===== src/logic/adcs_defs.svh =====
// timing counts, field positions and codes of the conversion sequencer
`ifndef ADCS_DEFS_SVH
`define ADCS_DEFS_SVH

// conversion length and post-conversion gap, in conversion-clock periods
`define ADCS_CONV_TADS     4'hC
`define ADCS_LAST_TAD      4'hB
`define ADCS_BITS_DONE_TAD 4'hA
`define ADCS_GAP_TADS      4'h2

// successive approximation start code and result layout
`define ADCS_TRIAL_MSB     10'h200
`define ADCS_RES_WIDTH     10
`define ADCS_PAD_ZERO6     6'h00

// clock-select codes
`define ADCS_SEL_DIV2      3'h0
`define ADCS_SEL_DIV8      3'h1
`define ADCS_SEL_DIV32     3'h2
`define ADCS_SEL_RC        3'h3
`define ADCS_SEL_DIV4      3'h4
`define ADCS_SEL_DIV16     3'h5
`define ADCS_SEL_DIV64     3'h6
`define ADCS_SEL_RC_ALT    3'h7

// divider terminal counts (ratio minus one)
`define ADCS_TC_DIV2       6'h01
`define ADCS_TC_DIV4       6'h03
`define ADCS_TC_DIV8       6'h07
`define ADCS_TC_DIV16      6'h0F
`define ADCS_TC_DIV32      6'h1F
`define ADCS_TC_DIV64      6'h3F

`endif


===== src/logic/adcs_pkg.sv =====
// types shared by the conversion sequencer files
package adcs_pkg;

   typedef enum logic [1:0] {
      ST_OFF,
      ST_ACQ,
      ST_CONV,
      ST_GAP
   } adcs_state_t;

   // software configuration, held by the register owner outside
   typedef struct packed {
      logic       result_format;
      logic [2:0] conv_clock_select;
      logic [2:0] channel_select;
      logic       conv_power_on;
   } adcs_cfg_t;

endpackage : adcs_pkg


===== src/logic/adcs_sequencer.sv =====
// successive-approximation conversion sequencer with result and port read logic
// Behaviour
// - result registers keep content through power-on reset
// - two conversion clocks before next acquisition
// - one conversion takes twelve conversion clocks
// - clock-select code picks divider or rc
// - output-direction pin converts its driven level
// - channel and direction never gate conversion
// - port read shows zero on analog pins
// - digital-input pin still converts when selected
// - sampling capacitor disconnected during conversion
// - clearing start bit aborts running conversion
// - abort leaves result registers unchanged
// - after abort, wait two clocks, reacquire
// - completion loads result, clears start, sets flag
// - format bit selects right or left justify
// - reset turns module off, aborts conversion
`include "adcs_defs.svh"

module adcs_sequencer
   import adcs_pkg::*;
(
   // clock and reset
   input  wire logic       sys_clk,
   input  wire logic       rst,
   // configuration and software strobes
   input  wire adcs_cfg_t  cfg,
   input  wire logic       go_set,
   input  wire logic       go_clear,
   input  wire logic       conv_done_irq_flag_clr,
   input  wire logic       result_wr_high,
   input  wire logic       result_wr_low,
   input  wire logic [7:0] result_wr_data,
   // port pins
   input  wire logic [7:0] pin_analog,
   input  wire logic [7:0] pin_direction,
   input  wire logic [7:0] pin_level,
   // analog side
   input  wire logic       rc_tick,
   input  wire logic       cmp_in,
   // status and results
   output      logic       go_busy,
   output      logic       conv_done_irq_flag,
   output      logic [7:0] result_high,
   output      logic [7:0] result_low,
   output      logic       sample_capacitor_connect,
   output      logic [9:0] trial_code,
   output      logic       convert_driven_level,
   output      logic [7:0] port_read_data
);

   adcs_state_t state;
   adcs_state_t next_state;
   logic [3:0]  tad_cnt;
   logic [3:0]  next_tad_cnt;
   logic [9:0]  bit_mask;
   logic [9:0]  next_bit_mask;
   logic [9:0]  next_trial_code;
   logic        next_go_busy;
   logic        next_connect;
   logic        next_flag;
   logic        done_load;
   logic [7:0]  next_result_high;
   logic [7:0]  next_result_low;
   logic        tad_tick;
   logic        tad_run;

   assign tad_run = ((state == ST_CONV) && !go_clear) || (state == ST_GAP);

   adcs_tad_gen u_tad_gen (
      .sys_clk           (sys_clk),
      .rst               (rst),
      .run               (tad_run),
      .conv_clock_select (cfg.conv_clock_select),
      .rc_tick           (rc_tick),
      .tad_tick          (tad_tick)
   );

   // sequence control
   always_comb begin
      next_state      = state;
      next_tad_cnt    = tad_cnt;
      next_bit_mask   = bit_mask;
      next_trial_code = trial_code;
      next_go_busy    = go_busy;
      next_connect    = sample_capacitor_connect;
      done_load       = 1'b0;
      if (!cfg.conv_power_on) begin
         // shut off: no conversion, capacitor parked
         next_state   = ST_OFF;
         next_go_busy = 1'b0;
         next_connect = 1'b0;
         next_tad_cnt = 4'h0;
      end else begin
         case (state)
            ST_OFF: begin
               // a start in the power-up write finds the module still off
               next_state   = ST_ACQ;
               next_connect = 1'b1;
            end
            ST_ACQ: begin
               // channel and pin direction take no part in the start decision
               if (go_set) begin
                  next_state      = ST_CONV;
                  next_go_busy    = 1'b1;
                  next_connect    = 1'b0;
                  next_tad_cnt    = 4'h0;
                  next_trial_code = `ADCS_TRIAL_MSB;
                  next_bit_mask   = `ADCS_TRIAL_MSB;
               end
            end
            ST_CONV: begin
               if (go_clear) begin
                  // abort: no result load, no flag
                  next_state   = ST_GAP;
                  next_go_busy = 1'b0;
                  next_tad_cnt = 4'h0;
               end else if (tad_tick) begin
                  next_tad_cnt = tad_cnt + 4'h1;
                  if (tad_cnt < `ADCS_BITS_DONE_TAD) begin
                     // keep or drop the trial bit, then try the next lower one
                     next_trial_code = (cmp_in ? trial_code : (trial_code & ~bit_mask)) | (bit_mask >> 1);
                     next_bit_mask   = bit_mask >> 1;
                  end else if (tad_cnt == `ADCS_LAST_TAD) begin
                     next_state   = ST_GAP;
                     next_go_busy = 1'b0;
                     next_tad_cnt = 4'h0;
                     done_load    = 1'b1;
                  end
               end
            end
            ST_GAP: begin
               if (tad_tick) begin
                  next_tad_cnt = tad_cnt + 4'h1;
                  if (tad_cnt == (`ADCS_GAP_TADS - 4'h1)) begin
                     // reacquire on the selected channel unprompted
                     next_state   = ST_ACQ;
                     next_connect = 1'b1;
                     next_tad_cnt = 4'h0;
                  end
               end
            end
            default: begin
               next_state = ST_OFF;
            end
         endcase
      end
   end

   // reset forces the module off and drops any conversion
   always_ff @(posedge sys_clk or posedge rst) begin
      if (rst) begin
         state                    <= ST_OFF;
         tad_cnt                  <= 4'h0;
         bit_mask                 <= 10'h000;
         trial_code               <= 10'h000;
         go_busy                  <= 1'b0;
         sample_capacitor_connect <= 1'b0;
      end else begin
         state                    <= next_state;
         tad_cnt                  <= next_tad_cnt;
         bit_mask                 <= next_bit_mask;
         trial_code               <= next_trial_code;
         go_busy                  <= next_go_busy;
         sample_capacitor_connect <= next_connect;
      end
   end

   // completion flag: a completion in the clear cycle still sets it
   always_comb begin
      next_flag = (conv_done_irq_flag & ~conv_done_irq_flag_clr) | done_load;
   end

   always_ff @(posedge sys_clk or posedge rst) begin
      if (rst) begin
         conv_done_irq_flag <= 1'b0;
      end else begin
         conv_done_irq_flag <= next_flag;
      end
   end

   // result pair: completion load wins over a software write
   always_comb begin
      next_result_high = result_high;
      next_result_low  = result_low;
      if (done_load && cfg.result_format) begin
         next_result_high = {`ADCS_PAD_ZERO6, trial_code[9:8]};
         next_result_low  = trial_code[7:0];
      end else if (done_load) begin
         next_result_high = trial_code[9:2];
         next_result_low  = {trial_code[1:0], `ADCS_PAD_ZERO6};
      end else begin
         if (result_wr_high) begin
            next_result_high = result_wr_data;
         end
         if (result_wr_low) begin
            next_result_low = result_wr_data;
         end
      end
   end

   // no reset term: content survives reset untouched
   always_ff @(posedge sys_clk) begin
      result_high <= next_result_high;
      result_low  <= next_result_low;
   end

   // port readback and conversion source of the selected pin
   logic [7:0] next_port_read;
   logic       next_driven;

   always_comb begin
      next_port_read = pin_level & ~pin_analog;
      // an output pin feeds its own drive level; a digital input still converts
      next_driven    = ~pin_direction[cfg.channel_select];
   end

   always_ff @(posedge sys_clk or posedge rst) begin
      if (rst) begin
         port_read_data       <= 8'h00;
         convert_driven_level <= 1'b0;
      end else begin
         port_read_data       <= next_port_read;
         convert_driven_level <= next_driven;
      end
   end

   // checking helpers: conversion clocks seen per conversion and per gap
   logic [3:0] chk_conv_tads;
   logic [3:0] chk_gap_tads;

   always_ff @(posedge sys_clk or posedge rst) begin
      if (rst) begin
         chk_conv_tads <= 4'h0;
         chk_gap_tads  <= 4'h0;
      end else begin
         if (state == ST_ACQ) begin
            chk_conv_tads <= 4'h0;
         end else if ((state == ST_CONV) && tad_tick) begin
            chk_conv_tads <= chk_conv_tads + 4'h1;
         end
         if (state != ST_GAP) begin
            chk_gap_tads <= 4'h0;
         end else if (tad_tick) begin
            chk_gap_tads <= chk_gap_tads + 4'h1;
         end
      end
   end
endmodule : adcs_sequencer


===== src/logic/adcs_tad_gen.sv =====
// conversion clock tick generator: oscillator divider or internal rc tick
`include "adcs_defs.svh"

module adcs_tad_gen
   import adcs_pkg::*;
(
   // clock and reset
   input  wire logic       sys_clk,
   input  wire logic       rst,
   // control
   input  wire logic       run,
   input  wire logic [2:0] conv_clock_select,
   input  wire logic       rc_tick,
   // tick out
   output      logic       tad_tick
);

   logic [5:0] div_cnt;
   logic [5:0] next_div_cnt;
   logic       next_tad_tick;
   logic [5:0] term;
   logic       use_rc;

   always_comb begin
      term   = `ADCS_TC_DIV2;
      use_rc = 1'b0;
      case (conv_clock_select)
         `ADCS_SEL_DIV2:   term = `ADCS_TC_DIV2;
         `ADCS_SEL_DIV4:   term = `ADCS_TC_DIV4;
         `ADCS_SEL_DIV8:   term = `ADCS_TC_DIV8;
         `ADCS_SEL_DIV16:  term = `ADCS_TC_DIV16;
         `ADCS_SEL_DIV32:  term = `ADCS_TC_DIV32;
         `ADCS_SEL_DIV64:  term = `ADCS_TC_DIV64;
         default:          use_rc = 1'b1;
      endcase
   end

   // divide the oscillator at the selected ratio
   always_comb begin
      next_div_cnt  = 6'h00;
      next_tad_tick = 1'b0;
      if (run && use_rc) begin
         next_tad_tick = rc_tick;
      end else if (run && (div_cnt >= term)) begin
         next_tad_tick = 1'b1;
      end else if (run) begin
         next_div_cnt = div_cnt + 6'h01;
      end
   end

   always_ff @(posedge sys_clk or posedge rst) begin
      if (rst) begin
         div_cnt  <= 6'h00;
         tad_tick <= 1'b0;
      end else begin
         div_cnt  <= next_div_cnt;
         tad_tick <= next_tad_tick;
      end
   end

endmodule : adcs_tad_gen


===== config.mk =====
export PLATFORM = sky130hd
export DESIGN_NAME = adcs_sequencer
export DESIGN_NICKNAME = d
export VERILOG_FILES = /design/src/logic/adcs_pkg.sv /design/src/logic/adcs_sequencer.sv /design/src/logic/adcs_tad_gen.sv
export VERILOG_INCLUDE_DIRS = /design/src /design/src/logic
export SDC_FILE = /design/constraint.sdc
export NUM_CORES = 1
export LEC_CHECK = 0
export BUFFER_PORTS_ARGS = -buffer_cell sky130_fd_sc_hd__buf_2
export CORE_UTILIZATION = 52
export DETAILED_ROUTE_END_ITERATION = 8
export HOLD_SLACK_MARGIN = 0.15
export PLACE_DENSITY = 0.8
export SYNTH_ARGS = -nofsm -noshare
export SYNTH_HDL_FRONTEND = slang
export SYNTH_SLANG_ARGS = --single-unit

===== constraint.sdc =====
create_clock -name sys_clk -period 2.1 [get_ports sys_clk]
set_input_delay 0.105 -clock sys_clk [delete_from_list [all_inputs] [get_ports sys_clk]]
set_output_delay 0.105 -clock sys_clk [all_outputs]
set_load 0.03 [all_outputs]

---- Word level (Yosys, flattened, before mapping) ----
Cells that the tools add are included.
operators by class
  add/sub/neg operators ................... 2
  order comparisons ....................... 3
  eq/ne operators ......................... 23
  muxes and demuxes ....................... 61
  bitwise logic cells ..................... 9
  reductions and logical operators ........ 18
operators by type and width
  cell                 number
  $mux 10              8
  $mux 8               5
  $pmux 10 s2          2
  $mux 4               8
  $pmux 6 s5           1
  $mux 1               20
  $mux 2               9
  $mux 6               3
  $pmux 4 s3           1
  $reduce_and 6->1     2
  $and 10x10->10       1
  $not 10->10          1
  $or 10x9->10         1
  $eq 3x3->1 const B   3
  $and 8x8->8          1
  $ne 4x1->1 const B   2
  $ne 4x3->1 const B   2
  $not 8->8            1
  $pmux 2 s4           1
  $reduce_and 4->1     2
  $add 6x1->6 const B  1
  $ge 6x6->1           1
  $ne 3x2->1 const B   2
  $reduce_bool 3->1    2
  28 further kinds     36
word-level totals
  register bits after elaboration ......... 61
  bits of input ports ..................... 49
  output and inout bits ................... 38
  word-level logic and storage cells ...... 130

---- Longest topological paths before layout ----
Gate-level depths: netlist of run 1.
  word-level depth ........................ 9
  depth in mapped cells ................... 8
  depth with buffers taken out ............ 7

---- By module ----
A second synthesis of run 1 with hierarchy kept.
second synthesis, totals
  cell total of the unflattened synthesis .. 281
  area total of the unflattened synthesis .. 3026.7 um2
modules (own cells, without submodules)
  module          instances  cells each  area an instance (um2)  seq. area each (um2)
  adcs_sequencer  1          233         2572.5                  1371.3
  adcs_tad_gen    1          48          454.2                   175.2

---- Least setup slack after synthesis of run 1 ----
Ideal clock, no wire load.
  path kind ............................... register to register
  start point ............................. reg state[0]
  end point ............................... reg result_high[1], data pin
  library setup time ...................... 0.269 ns
  arrival time ............................ 1.540 ns
  required time ........................... 1.831 ns
  setup slack ............................. 0.291 ns
  stages on the path, launching flop included .. 8
  buffers on the path ..................... 1
  clock period less this slack ............ 1.809 ns
  path through ............................ dfrtp_1 -> inv_1 -> ha_1 -> nor2b_1 -> nand4_1 -> clkbuf_1 -> nand2_1 -> o21ai_0
between the ends
  word-level cells in the longest chain between the ends .. 5
  elaborated cells on any way between the ends .. 6
  classes of those cells .................. eq/ne (1); mux (4); reduce/logical (1)
ends and longest elaborated chain
  item                                                RTL line                                      source
  start, declared                                     adcs_sequencer.sv:52                          adcs_state_t state;
  start signal, assigned                              adcs_sequencer.sv:160                         state <= next_state;
  $eq 2x2->1 (*)                                      adcs_sequencer.sv:95                          case (state)
  $mux 1 (*)                                          adcs_sequencer.sv:95
  $mux 1 (*)                                          adcs_sequencer.sv:88                          if (!cfg.conv_power_on) begin
  $mux 8 / $logic_and 1x1->1 (equally long branches)  adcs_sequencer.sv:189, adcs_sequencer.sv:186
  $mux 2 (*)                                          adcs_sequencer.sv:186                         if (done_load && cfg.result_format) begin
  via next_result_high[1]                             adcs_sequencer.sv:63                          logic [7:0] next_result_high;
  end signal, assigned                                adcs_sequencer.sv:204                         result_high <= next_result_high;
  end, declared                                       adcs_sequencer.sv:44                          output logic [7:0] result_high,
Mark *: on every way through the listed nets, which the timed path passes. The rest lies on a longest branch.
A chain may end at the register's enable or synchronous reset.

---- Final worst setup path of run 1 ----
  start point ............................. reg state[0]
  end point ............................... reg u_tad_gen.tad_tick
between the ends
  word-level cells in the longest chain between the ends .. 6
  elaborated cells on any way between the ends .. 8
  classes of those cells .................. eq/ne (2); mux (2); reduce/logical (4)
ends and longest elaborated chain
  item                         RTL line              source
  $eq 2x2->1                   adcs_sequencer.sv:68  assign tad_run = ((state == ST_CONV) && !go_clear) || (state == ST_GAP);
  $logic_and 1x1->1            adcs_sequencer.sv:68
  $logic_or 1x1->1 (*)         adcs_sequencer.sv:68
  $logic_and 1x1->1            adcs_tad_gen.sv:44    end else if (run && (div_cnt >= term)) begin
  $mux 1                       adcs_tad_gen.sv:44
  $mux 1 (*)                   adcs_tad_gen.sv:42    if (run && use_rc) begin
  via u_tad_gen.next_tad_tick  adcs_tad_gen.sv:20    logic next_tad_tick;
  end signal, assigned         adcs_tad_gen.sv:57    tad_tick <= next_tad_tick;
  end, declared                adcs_tad_gen.sv:15    output logic tad_tick
Marked as above.

==> results, run 1 <==
- Global routing finished with a remaining overflow of 0.
- The critical path starts at state[0]$_DFFE_PP0P_.
- The part of the total power dissipated in the clock network is 29.8%.
- The final layout contains routed wiring with a total length of 6.67 mm.
- The source of the worst register-to-register timing path is state[0]$_DFFE_PP0P_.
- Net switching is 33.4% of the power.
- Counting distinct cell types in the post-synthesis netlist gives 47.
- After clock tree synthesis, the clock-pin slew on the worst setup and hold paths is 0.07 ns.
- The run finished with clean final reports.
- For this block, the via count after detailed routing is 2662.
- The largest net degree at the start of global routing is 22.
- Across every metal layer, demand over resource in global routing totals 23.3%.
- The length of routed met3 wiring is 446 um.
- Of the synthesized area, sequential elements account for 50.9%.
- The total clock sinks is 61.
- The type of element launching the critical path is a flip-flop.
- The number of DRC violations after detailed-routing iteration 0 is 134.
- The y dimension of the die is 78.4 um.
- The top layer reached by signal wires is met4.
- The kind of end point of the critical path is a flip-flop.
- Max-cap violations in this run came to 0.
- The net switching power figure is 1.13 mW.
- After detailed routing, the number of remaining DRC violations is 0.
- The number of inserted filler cells in the final layout is 381.
- The fraction of the mapped netlist area in compound gates is 19.2%.
- The post-place instance area is 3560 um^2.
- The library cells used most frequently in the layout, excluding fill and tap cells, are 86 x sky130_fd_sc_hd__buf_2, 45 x sky130_fd_sc_hd__dfrtp_1, 32 x sky130_fd_sc_hd__dlygate4sd3_1, 25 x sky130_fd_sc_hd__o21ai_0, 25 x sky130_fd_sc_hd__nand2_1.
- The post-route netlist has 28.3% of its cells at a drive strength greater than 1.
- The final HPWL from detailed placement is 4.62 mm.
- The library cell used most frequently in the layout, excluding fill and tap cells, is sky130_fd_sc_hd__buf_2.
- In the final routed layout, each cell accounts on average for 13.4 um.
- The number of setup violations in the final report is 0.
- Of the total synthesized cell area, the portion taken by full adders, half adders and majority gates is 4.94%.
- Row generation in the floorplan step produced 27 rows.
- The clock latency on the worst-skew pair is 0.34 ns.
- The final count of pins violating max slew came to 0.
- The critical-path cell with the highest stage delay is sky130_fd_sc_hd__dlygate4sd3_1.
- In this run the power density over the cells is 830 nW/um^2.
- The required time of the critical path is 2.38 ns.
- The instance count on the critical path is 7.
- By area, the combinational part of the netlist is dominated by compound AO/OA/AOI/OAI gates.
- The synthesized netlist net count is 354.
- The number of buffers created by CTS is 9.
- The synthesized netlist devotes 1.15% of its cell area to XOR and XNOR gates.
- The detailed-route vias per instance is 5.37.
- The critical path goes through inv_1, ha_1, nor2b_1, buf_4, o22ai_1, a31oi_1, dlygate4sd3_1.
- The number of global-route vias before repair was 2515.
- The wire length on met1 is 2.89 mm.
- The routed design could run at a clock period as short as 1.92 ns.
- The flip-flop and latch count after synthesis is 61.
- The share of the synthesized area in the top cell type is 37.1%.
- The largest stage delay on the critical path is 0.56 ns.
- The number of hold-repair buffers added at the cts stage is 32.
- The wire length of the first global-routing pass is 11.0 mm.
- The number of instances in the synthesized netlist is 293.
- The leakage power is 1.94 nW.
- The post-synthesis to final-layout area growth is 34.2%.
- The design draws 3.38 mW.
- After synthesis, the cell types taking the most area are sky130_fd_sc_hd__dfrtp_1 37%, sky130_fd_sc_hd__edfxtp_1 9.9%, sky130_fd_sc_hd__ha_1 4.9%.
- The antenna cell count is 0.
- Routability-driven placement finished with a final weighted congestion of 0.882.
- Wire segments on met2 add up to 3.26 mm in the final route.
- The largest area contributor in the synthesized netlist is sky130_fd_sc_hd__dfrtp_1.
- The internal power consumption is 2.25 mW.
- The number of gates resized after CTS was 0.
- The count of buffers from port buffering is 86.
- The initial cell density of the core is 54.5%.
- The timing-limited maximum frequency is 520 MHz.
- For the worst flop-to-flop path, the logic depth is 7.
- The hold violation total from the final report is 0.
- For the final database, setup skew stands at 0.00899 ns.
- Along the worst path, the maximum fanout reaches 6.
- The type of the worst setup path is reg -> reg.
- In the final timing run, aggregate negative setup slack is 0 ns.
- The length of the first detailed-routing pass in iterations is 4.
- The buffer type at the clock tree root is sky130_fd_sc_hd__clkbuf_8.
- The mean area per synthesized cell is 10.4 um^2.
- The share of synthesized cell area in and, or, nand and nor gates is 13.5%.
- The mux contribution to synthesized area is 5.77%.
- The number of buffer and inverter instances along the worst setup path is 3.
- The type of the worst min-delay path is in -> reg.
- The net count of the finished layout is 480.
- The data arrival time of the worst path is 2.20 ns.
- The total setup buffers inserted after CTS is 0.
- The clock tree from TritonCTS is built.
- The area of the die is 6150 um^2.
- The number of antenna violations at the first check in global routing is 0.
- The count of antenna-violating nets left after detailed routing is 0.
- The area of all placed cells without fillers is 4080 um^2.
- The endpoint identified for the worst register-to-register timing path is u_tad_gen.tad_tick$_DFF_PP0_.
- Following the worst setup path forward leads to its endpoint at u_tad_gen.tad_tick$_DFF_PP0_.
- Setup slack on the worst reg-to-reg path comes out at 0.18 ns.
- The register share of total power is 42.2%.
- On the critical path the largest part of the delay comes from buffers and inverters.
- After synthesis the cells add up to 3040 um^2.
- The total number of yosys warnings is 0.
- The maximum vdd drop is 0.000598 V.
- The clock passes through at most 2 buffers.
- The fraction of power consumed by combinational cells is 28.1%.
- The placeable core region is 5570 um^2.
- Setup repair after global routing left no endpoint under its margin.
- The final critical path takes up 91.5% of the cycle.
- In this run the count of I/O pins placed on the die edge is 87.
- The die is 78.4 um wide.
- Measured against its own limit, the worst slew margin works out to 60.4%.
- The H-tree depth is 3.
- For the pin with the worst max-slew slack, the measured transition is 0.590 ns.
## area by class of cell
cell class | count | area (um^2) | share of cell area [%]
Sequential cell | 61 | 1550 | 37.9
Multi-Input combinational cell | 198 | 1350 | 33.2
Timing Repair Buffer | 126 | 811 | 19.9
Clock buffer | 10 | 128 | 3.13
Tap cell | 72 | 90.1 | 2.21
Inverter | 23 | 86.3 | 2.12
Clock inverter | 6 | 62.6 | 1.54
## logic make-up after synthesis
family	count (synthesis)
buffers and inverters	34
multiplexers	15
AO/OA/AOI/OAI	86
XOR/XNOR	4
AND/OR/NAND/NOR	81
flip-flops	61
adder cells (fa/ha/maj)	12
## power by group through the flow
stage               Clock, mW  Sequential (mW)  Combinational [mW]
floorplan                   0             1.56               0.513
global placement            0             1.44               0.878
detailed placement          0             1.45               0.896
CTS                      1.03             1.42               0.944
global route             1.08             1.44                1.06
finish                   1.01             1.43               0.950
## routing by layer
metal  vias to the layer above  track usage [%]
li1                       1314                -
met1                      1229             27.3
met2                       109             40.8
met3                        10             4.88
met4                         0             11.3
met5                         -                0
## tightest hold or removal path: cells and delay by family
family | cells | cell delay [ns]
AOI/OAI and AO/OA | 3 | 0.26
buffers and inverters | 1 | 0.12
## flip-flops by register name, summed over array words and instances, names as in the netlist, 2 cells and up
name	flops
bit_mask	10
port_read_data	8
result_high	8
result_low	8
state	2
tad_cnt	4
trial_code	10
u_tad_gen.div_cnt	6
## synthesized netlist by cell type (all sizes together)
library cell and number:
dfrtp 45, nand2 26, o21ai 25, inv 23, a21oi 21, a22o 17, nand3 14, nor2 14
mux2i 13, ha 12, nor2b 12, edfxtp 10, clkbuf 6, dfxtp 6, buf 5, o211ai 5
nand2b 4, o41ai 3, or2 3, mux4 2, o221ai 2, o311ai 2, o31ai 2, xnor2 2
xor2 2, a21o 1, a31o 1, a31oi 1, a32o 1, and3 1, and4b 1, nand3b 1
nand4 1, nand4b 1, nor3b 1, o2111a 1, o21ba 1, o22a 1, o22ai 1, o32ai 1
or3 1, or4 1
## stage by stage
| stage | cells | setup slack (ns) | hold slack, ns | util, % |
|---|---|---|---|---|
| 3_5_place_dp | 448 | 0.223 | 0.123 | 64.0 |
| 5_1_grt | 496 | 0.0267 | 0.225 | 73.1 |
| 4_1_cts | 496 | 0.205 | 0.167 | 73.1 |
| 6_report | 496 | 0.178 | 0.192 | 73.1 |
| 2_1_floorplan | 293 | 0.291 | 0.171 | - |
| 3_3_place_gp | 448 | 0.280 | 0.108 | 64.0 |
## worst min-delay path by stage
stage	startpoint	to	slack, ns	cells after the start
after detailed placement	rst	u_tad_gen.div_cnt[1]$_DFF_PP0_	0.12	2
after CTS	go_clear	go_busy$_DFFE_PP0P_	0.17	4
final	go_clear	go_busy$_DFFE_PP0P_	0.19	4
after floorplan	pin_analog[0]	port_read_data[0]$_DFF_PP0_	0.17	1
after global placement	rst	port_read_data[5]$_DFF_PP0_	0.11	2
after global routing	result_wr_high	result_high[7]$_SDFFE_PP0P_	0.23	3
(Power assumes the default switching activity.)
==> run 2, diff against run 1 <==
--- a/config.mk
+++ b/config.mk
@@ -8,9 +8,11 @@
 export LEC_CHECK = 0
 export BUFFER_PORTS_ARGS = -buffer_cell sky130_fd_sc_hd__buf_2
 export CORE_UTILIZATION = 52
+export CTS_CLUSTER_DIAMETER = 100
 export DETAILED_ROUTE_END_ITERATION = 8
-export HOLD_SLACK_MARGIN = 0.15
+export HOLD_SLACK_MARGIN = 0.06
 export PLACE_DENSITY = 0.8
+export RECOVER_POWER = 100
 export SYNTH_ARGS = -nofsm -noshare
 export SYNTH_HDL_FRONTEND = slang
 export SYNTH_SLANG_ARGS = --single-unit
==> run 2 against run 1 <==
Net effect: core utilization is 2.7 points lower; die area stayed put; final area is 3.7% lower; sequential share of layout area is 1.5 points higher; critical path type unchanged; critical endpoint is now trial_code[6]$_DFFE_PP0P_; largest cell class unchanged.
==> results, run 2 (same netlist as run 1, synthesis figures left out) <==
- The final HPWL from detailed placement is 4.62 mm (unchanged).
- The type of element launching the critical path is a flip-flop.
- The flop-to-flop setup slack is 0.14 ns (-0.03 ns).
- The critical path is of the reg -> reg type.
- The number of cells upsized or downsized after cts is 0 (unchanged).
- The final weighted congestion in routability-driven placement was 0.882 (unchanged).
- The number of setup violations in the final report is 0 (unchanged).
- The final count of pins violating max slew is 0 (unchanged).
- The H-tree depth was 3 (unchanged).
- The largest net degree at the start of global routing is 22 (unchanged).
- In the final layout, the registers with the most flip-flops are bit_mask (10), trial_code (10).
- The buffer levels on the longest clock path is 2 (unchanged).
- The max-capacitance violation count is 0 (unchanged).
- The kind of end point of the critical path is a flip-flop.
- Setup repair after global routing left no endpoint under its margin.
- The leakage power was 1.75 nW (-9.7%).
- The clock latency on the worst-skew pair is 0.34 ns (about the same).
- The timing-limited maximum frequency came to 511 MHz (-1.8%).
- The max-slew headroom at the worst pin came to 40.0% (-20 points).
- The net count of the finished layout is 472 (-1.7%).
- The buffer type at the clock tree root is sky130_fd_sc_hd__clkbuf_8.
- The placeable core region is 5570 um^2 (unchanged).
- The total track usage is 23.2% (-0.19 points).
- The hold violation total from the final report was 0 (unchanged).
- The post-detailed-route wirelength per cell is 13.8 um (+2.3%).
- The largest clock skew in the final design is 0.00927 ns (+0.000286 ns).
- The final worst-path cycle share was 93.2% (+1.7 points).
- The count of buffers from port buffering is 86 (unchanged).
- The slew at the pin with the worst max-slew slack came to 0.900 ns (+0.309 ns).
- The overall routed net length is 6.71 mm (+0.64%).
- The number of antenna violations at the first check in global routing is 0 (unchanged).
- The via count was 2647 (-0.56%).
- In this run the worst hold path is classified as in -> reg.
- The post-synthesis to final-layout area growth is 29.2%.
- Traced cell by cell, the critical path runs through inv_1, ha_1, nand2b_1, o2111a_1, and3_1, clkbuf_2, a22o_1.
- The area of the die is 6150 um^2 (unchanged).
- The share of layout cells above drive strength 1 is 17.8% (-11 points).
- The critical-path cell with the highest stage delay is sky130_fd_sc_hd__dfrtp_1.
- The number of buffer and inverter instances along the worst setup path is 2 (-1).
- The number of inserted filler cells in the final layout is 427 (+12%).
- The horizontal extent of the die came to 78.4 um (unchanged).
- The number of DRC violations after detailed-routing iteration 0 is 129 (-3.7%).
- The number of hold-repair buffers added at the cts stage was 24 (-25%).
- The number of top-level design ports is 87 (unchanged).
- The worst hold path begins at result_wr_data[0].
- The power per unit of standard cell area came to 853 nW/um^2 (+2.7%).
- The detailed-route vias per instance came to 5.42 (+1.1%).
- The library cell used most frequently in the layout, excluding fill and tap cells, is sky130_fd_sc_hd__buf_2.
- The initial cell density of the core is 54.5% (unchanged).
- The maximum vdd drop came to 0.000594 V (-0.59%).
- The total placed cells including tap cells is 448 (unchanged).
- The required time of the critical path came to 2.33 ns (-0.05 ns).
- The total clock sinks was 61 (unchanged).
- The data arrival time of the worst path was 2.18 ns (-0.02 ns).
- The total negative setup slack is 0 ns (unchanged).
- In this design, the largest share of critical-path delay is due to compound AO/OA/AOI/OAI gates.
- The length of the first detailed-routing pass in iterations is 4 (unchanged).
- The y dimension of the die was 78.4 um (unchanged).
- The total setup buffers inserted after CTS is 0 (unchanged).
- The final cell count without fillers is 488 (-1.6%).
- The number of global-route vias before repair was 2500 (-0.60%).
- The smallest hold slack was 0.0788 ns (-0.113 ns).
- TritonCTS built the clock tree.
- The global route total overflow was 0 (unchanged).
- The antenna cell count came to 0 (unchanged).
- The clock transition time at the flip-flop clock pins of the worst setup and hold paths is 0.07 ns (about the same).
- The count of antenna-violating nets left after detailed routing is 0 (unchanged).
- The largest stage delay on the critical path is 0.42 ns (-0.14 ns).
- The origin of the worst setup path is state[1]$_DFFE_PP0P_.
- The remaining design rule violation count is 0 (unchanged).
- The maximum fanout count along the critical path came to 17 (+11).
- The number of buffers created by CTS came to 9 (unchanged).
- The wire length of the first global-routing pass came to 11.0 mm (-0.44%).
- The run finished with clean final reports.
- The library cells used most frequently in the layout, excluding fill and tap cells, are 47 x sky130_fd_sc_hd__buf_2, 45 x sky130_fd_sc_hd__dfrtp_1, 45 x sky130_fd_sc_hd__clkbuf_1, 26 x sky130_fd_sc_hd__nand2_1, 25 x sky130_fd_sc_hd__o21ai_0.
- The total number of placement rows is 27 (unchanged).
- The clock period minus final worst setup slack came to 1.96 ns (+0.0347 ns).
- In this run the critical register-to-register path is launched from state[1]$_DFFE_PP0P_.
- The overall power of the completed layout came to 3.34 mW (-1.2%).
==> run 2: cell types whose count changed in the layout (fill, tap and decap cells not counted) <==
cell and delta:
sky130_fd_sc_hd__buf_4 -6, sky130_fd_sc_hd__buf_2 -39, sky130_fd_sc_hd__clkbuf_1 +44, sky130_fd_sc_hd__dlygate4sd3_1 -8
sky130_fd_sc_hd__nand2_2 -1, sky130_fd_sc_hd__a31o_2 -1, sky130_fd_sc_hd__clkbuf_2 +1, sky130_fd_sc_hd__nand2_1 +1
sky130_fd_sc_hd__a31o_1 +1
==> run 2: area by class of cell <==
type	count	area, um^2	area share (%)
flip-flops and latches	61	1550	39.4
multi-input cells	198	1350	34.4
repair buffers	118	661	16.8
clock buffers	10	128	3.25
well taps	72	90.1	2.30
inverters	23	86.3	2.20
clock inverters	6	62.6	1.59
==> run 2: final timing paths <==
| check | cells past startpoint | endpoint |
|---|---|---|
| max | 7 | trial_code[6]$_DFFE_PP0P_ |
| min | 3 | result_low[0]$_DFFE_PP_ |
| max reg2reg | 7 | trial_code[6]$_DFFE_PP0P_ |
| min reg2reg | 1 | u_tad_gen.div_cnt[0]$_DFF_PP0_ |
| max in group asynchronous | 4 | trial_code[9]$_DFFE_PP0P_ |
| min in group asynchronous | 3 | u_tad_gen.div_cnt[1]$_DFF_PP0_ |
==> run 2: metrics by stage <==
stage	utilization [%]	instance area (um^2)	setup WS (ns)
2_1_floorplan	-	3040	0.291
3_3_place_gp	64.0	3560	0.280
3_5_place_dp	64.0	3560	0.223
4_1_cts	71.7	4000	0.207
5_1_grt	70.4	3920	0.0168
6_report	70.4	3920	0.143
==> run 2: worst min-delay path, stage by stage <==
cell                      delay, ns
sky130_fd_sc_hd__buf_2         0.08
sky130_fd_sc_hd__nand2_1       0.05
sky130_fd_sc_hd__o21ai_0       0.07
==> run 2: report_power, final <==
part | internal, mW | switching [mW] | leakage, nW
registers | 1.32 | 0.106 | 0.755
logic | 0.343 | 0.562 | 0.906
clock network | 0.546 | 0.465 | 0.0903
==> run 2: metal layers <==
| layer | track usage, % | vias to the layer above | wire [um] |
|---|---|---|---|
| li1 | - | 1298 | - |
| met1 | 27.0 | 1235 | 2950 |
| met2 | 40.4 | 104 | 3240 |
| met3 | 4.88 | 10 | 453 |
| met4 | 11.3 | 0 | 71 |
| met5 | 0 | - | 0 |
==> run 3, diff against run 2 <==
--- a/config.mk
+++ b/config.mk
@@ -12,7 +12,6 @@
 export DETAILED_ROUTE_END_ITERATION = 8
 export HOLD_SLACK_MARGIN = 0.06
 export PLACE_DENSITY = 0.8
-export RECOVER_POWER = 100
 export SYNTH_ARGS = -nofsm -noshare
 export SYNTH_HDL_FRONTEND = slang
 export SYNTH_SLANG_ARGS = --single-unit
==> run 3 against run 2 <==
Net effect: routed wire length is 1.6% lower; cell count did not move; clock skew down 0.00079 ns; final area increased by 1.9%; largest cell class unchanged.
==> results, run 3 (same netlist as run 1, synthesis figures left out) <==
- The run finished with clean final reports.
- The hold violation total from the final report is 0 (unchanged).
- The buffer type at the clock tree root is sky130_fd_sc_hd__clkbuf_8.
- The final HPWL from detailed placement was 4.62 mm (unchanged).
- The cell depth of the worst flop-to-flop path came to 6 (-1).
- The total clock sinks is 61 (unchanged).
- The type of the worst setup path is reg -> reg.
- The register share of total power was 42.3% (-0.4 points).
- The length of the first detailed-routing pass in iterations is 4 (unchanged).
- The max-capacitance violation count was 0 (unchanged).
- The total placed cells including tap cells is 448 (unchanged).
- The detailed-route vias per instance came to 5.34 (-1.6%).
- The fraction of power consumed by combinational cells is 27.8% (+0.7 points).
- The number of cells upsized or downsized after cts is 0 (unchanged).
- The largest clock skew in the final design is 0.00849 ns (-0.000786 ns).
- The number of top-level design ports is 87 (unchanged).
- The count of antenna-violating nets left after detailed routing was 0 (unchanged).
- The wire length of the first global-routing pass was 11.0 mm (unchanged).
- The placement-stage worst setup slack was 0.223 ns (unchanged).
- The total negative setup slack is 0 ns (unchanged).
- The final count of pins violating max slew was 0 (unchanged).
- The via count is 2604 (-1.6%).
- The overall routed net length was 6.61 mm (-1.6%).
- The clock latency on the worst-skew pair is 0.33 ns (about the same).
- The share of layout cells above drive strength 1 was 28.8% (+11 points).
- The instance count on the critical path is 6 (-1).
- The largest stage delay on the critical path came to 0.44 ns (+0.02 ns).
- The total number of placement rows is 27 (unchanged).
- The final cell count without fillers is 488 (unchanged).
- The y dimension of the die is 78.4 um (unchanged).
- The number of setup violations in the final report is 0 (unchanged).
- The number of buffers created by CTS is 9 (unchanged).
- The global route total overflow is 0 (unchanged).
- Setup repair after global routing left no endpoint under its margin.
- The clock period minus final worst setup slack is 1.91 ns (-0.0491 ns).
- The switching share of power was 33.4% (-0.51 points).
- The internal power consumption is 2.24 mW (+1.4%).
- The number of cells traversed by the worst hold path is 3 (unchanged).
- The critical-path cell with the highest stage delay is sky130_fd_sc_hd__dfrtp_1.
- The number of buffer and inverter instances along the worst setup path is 1 (-1).
- The largest net degree at the start of global routing was 22 (unchanged).
- The gate family responsible for the most delay along the worst path is compound AO/OA/AOI/OAI gates.
- The remaining design rule violation count is 0 (unchanged).
- The final worst-path cycle share is 90.9% (-2.3 points).
- The post-layout worst setup margin was 0.192 ns (+0.0491 ns).
- In the layout the commonest cells are 86 x sky130_fd_sc_hd__buf_2, 45 x sky130_fd_sc_hd__dfrtp_1, 25 x sky130_fd_sc_hd__o21ai_0, 25 x sky130_fd_sc_hd__nand2_1, 24 x sky130_fd_sc_hd__dlygate4sd3_1.
- The initial cell density of the core came to 54.5% (unchanged).
- The total track usage is 23.2% (unchanged).
- The tightest min-delay check is of the in -> reg type.
- The buffer levels on the longest clock path is 2 (unchanged).
- The number of antenna violations at the first check in global routing is 0 (unchanged).
- The signal on the critical path passes through inv_1, ha_1, nor3b_1, a21oi_1, o311ai_0, o41ai_1.
- The count of buffers from port buffering is 86 (unchanged).
- The power per unit of standard cell area is 843 nW/um^2 (-1.2%).
- The net switching power figure is 1.12 mW (-0.84%).
- The kind of end point of the critical path is a flip-flop.
- The timing-limited maximum frequency is 524 MHz (+2.6%).
- In the final layout, the registers with the most flip-flops are bit_mask (10), trial_code (10).
- The slew at the pin with the worst max-slew slack is 0.591 ns (-0.309 ns).
- The number of global-route vias before repair is 2500 (unchanged).
- The clock transition time at the flip-flop clock pins of the worst setup and hold paths is 0.07 ns (about the same).
- The maximum vdd drop was 0.000596 V (+0.29%).
- Compared with the post-synthesis result, the final layout area differs by 31.6%.
- The net count of the finished layout came to 472 (unchanged).
- The max-slew headroom at the worst pin was 60.4% (+20 points).
- TritonCTS built the clock tree.
- The area of the die is 6150 um^2 (unchanged).
- The antenna cell count is 0 (unchanged).
- The leakage power came to 1.90 nW (+8.7%).
- The horizontal extent of the die is 78.4 um (unchanged).
- The H-tree depth is 3 (unchanged).
- Leaving out fill and tap cells, the most frequent cell in the layout is sky130_fd_sc_hd__buf_2.
- The overall power of the completed layout is 3.37 mW (+0.66%).
- The placeable core region is 5570 um^2 (unchanged).
- The required time of the critical path is 2.30 ns (-0.03 ns).
- STA classifies the critical path startpoint as a flip-flop.
- The number of inserted filler cells in the final layout is 389 (-8.9%).
- The final weighted congestion in routability-driven placement is 0.882 (unchanged).
- The part of the total power dissipated in the clock network is 29.8% (-0.4 points).
- The maximum fanout count along the critical path is 6 (-11).
- The number of DRC violations after detailed-routing iteration 0 is 124 (-3.9%).
- The post-detailed-route wirelength per cell was 13.5 um (-1.6%).
- The data arrival time of the worst path was 2.11 ns (-0.07 ns).
[run 3: changes by cell type in the layout (fill, tap and decap cells not counted), sizes merged]
cell    before  now
buf         49   94
clkbuf      55   10
[run 3: power by group through the flow]
stage | Clock, mW | Sequential [mW] | Combinational, mW
floorplan | 0 | 1.56 | 0.513
global placement | 0 | 1.44 | 0.878
detailed placement | 0 | 1.45 | 0.896
CTS | 1.03 | 1.42 | 0.930
global route | 1.08 | 1.44 | 1.04
finish | 1.00 | 1.43 | 0.936
[run 3: timing repair]
| item | CTS | global route |
|---|---|---|
| hold endpoints to repair | 31 | 0 |
| hold buffers | 24 | 0 |
| setup buffers | 0 | 0 |
[run 3: final timing paths]
check,from,endpoint,slack (ns)
min,result_wr_data[0],result_low[0]$_DFFE_PP_,0.08
min reg2reg,u_tad_gen.div_cnt[0]$_DFF_PP0_,u_tad_gen.div_cnt[0]$_DFF_PP0_,0.51
max in group asynchronous,rst,trial_code[9]$_DFFE_PP0P_,1.20
max,tad_cnt[1]$_DFFE_PP0P_,state[1]$_DFFE_PP0P_,0.19
min in group asynchronous,rst,u_tad_gen.div_cnt[1]$_DFF_PP0_,0.31
max reg2reg,tad_cnt[1]$_DFFE_PP0P_,state[1]$_DFFE_PP0P_,0.19
[run 3: per-layer routing]
layer	part of all wire, %	track usage (%)
met3	6.5	4.88
met4	1.3	11.3
met2	49	40.4
met1	43	27.0
met5	0	0
[run 3: worst reg2reg max path: stages, from the launching register on]
cell	delay, ns
sky130_fd_sc_hd__dfrtp_1	0.44
sky130_fd_sc_hd__inv_1	0.08
sky130_fd_sc_hd__ha_1	0.13
sky130_fd_sc_hd__nor3b_1	0.39
sky130_fd_sc_hd__a21oi_1	0.24
sky130_fd_sc_hd__o311ai_0	0.36
sky130_fd_sc_hd__o41ai_1	0.14
[run 3: layout make-up]
type	count	area, um^2	share of cell area, %
flip-flops and latches	61	1550	38.7
clock inverters	6	62.6	1.57
clock buffers	10	128	3.19
well taps	72	90.1	2.25
inverters	23	86.3	2.16
repair buffers	118	731	18.3
multi-input cells	198	1350	33.8
[run 3: metrics by stage]
stage	hold WS, ns	util, %	instance area, um^2
after floorplan	0.171	-	3040
after global placement	0.108	64.0	3560
after detailed placement	0.123	64.0	3560
after CTS	0.0623	71.7	4000
after global routing	0.0730	71.7	4000
final	0.0812	71.7	4000
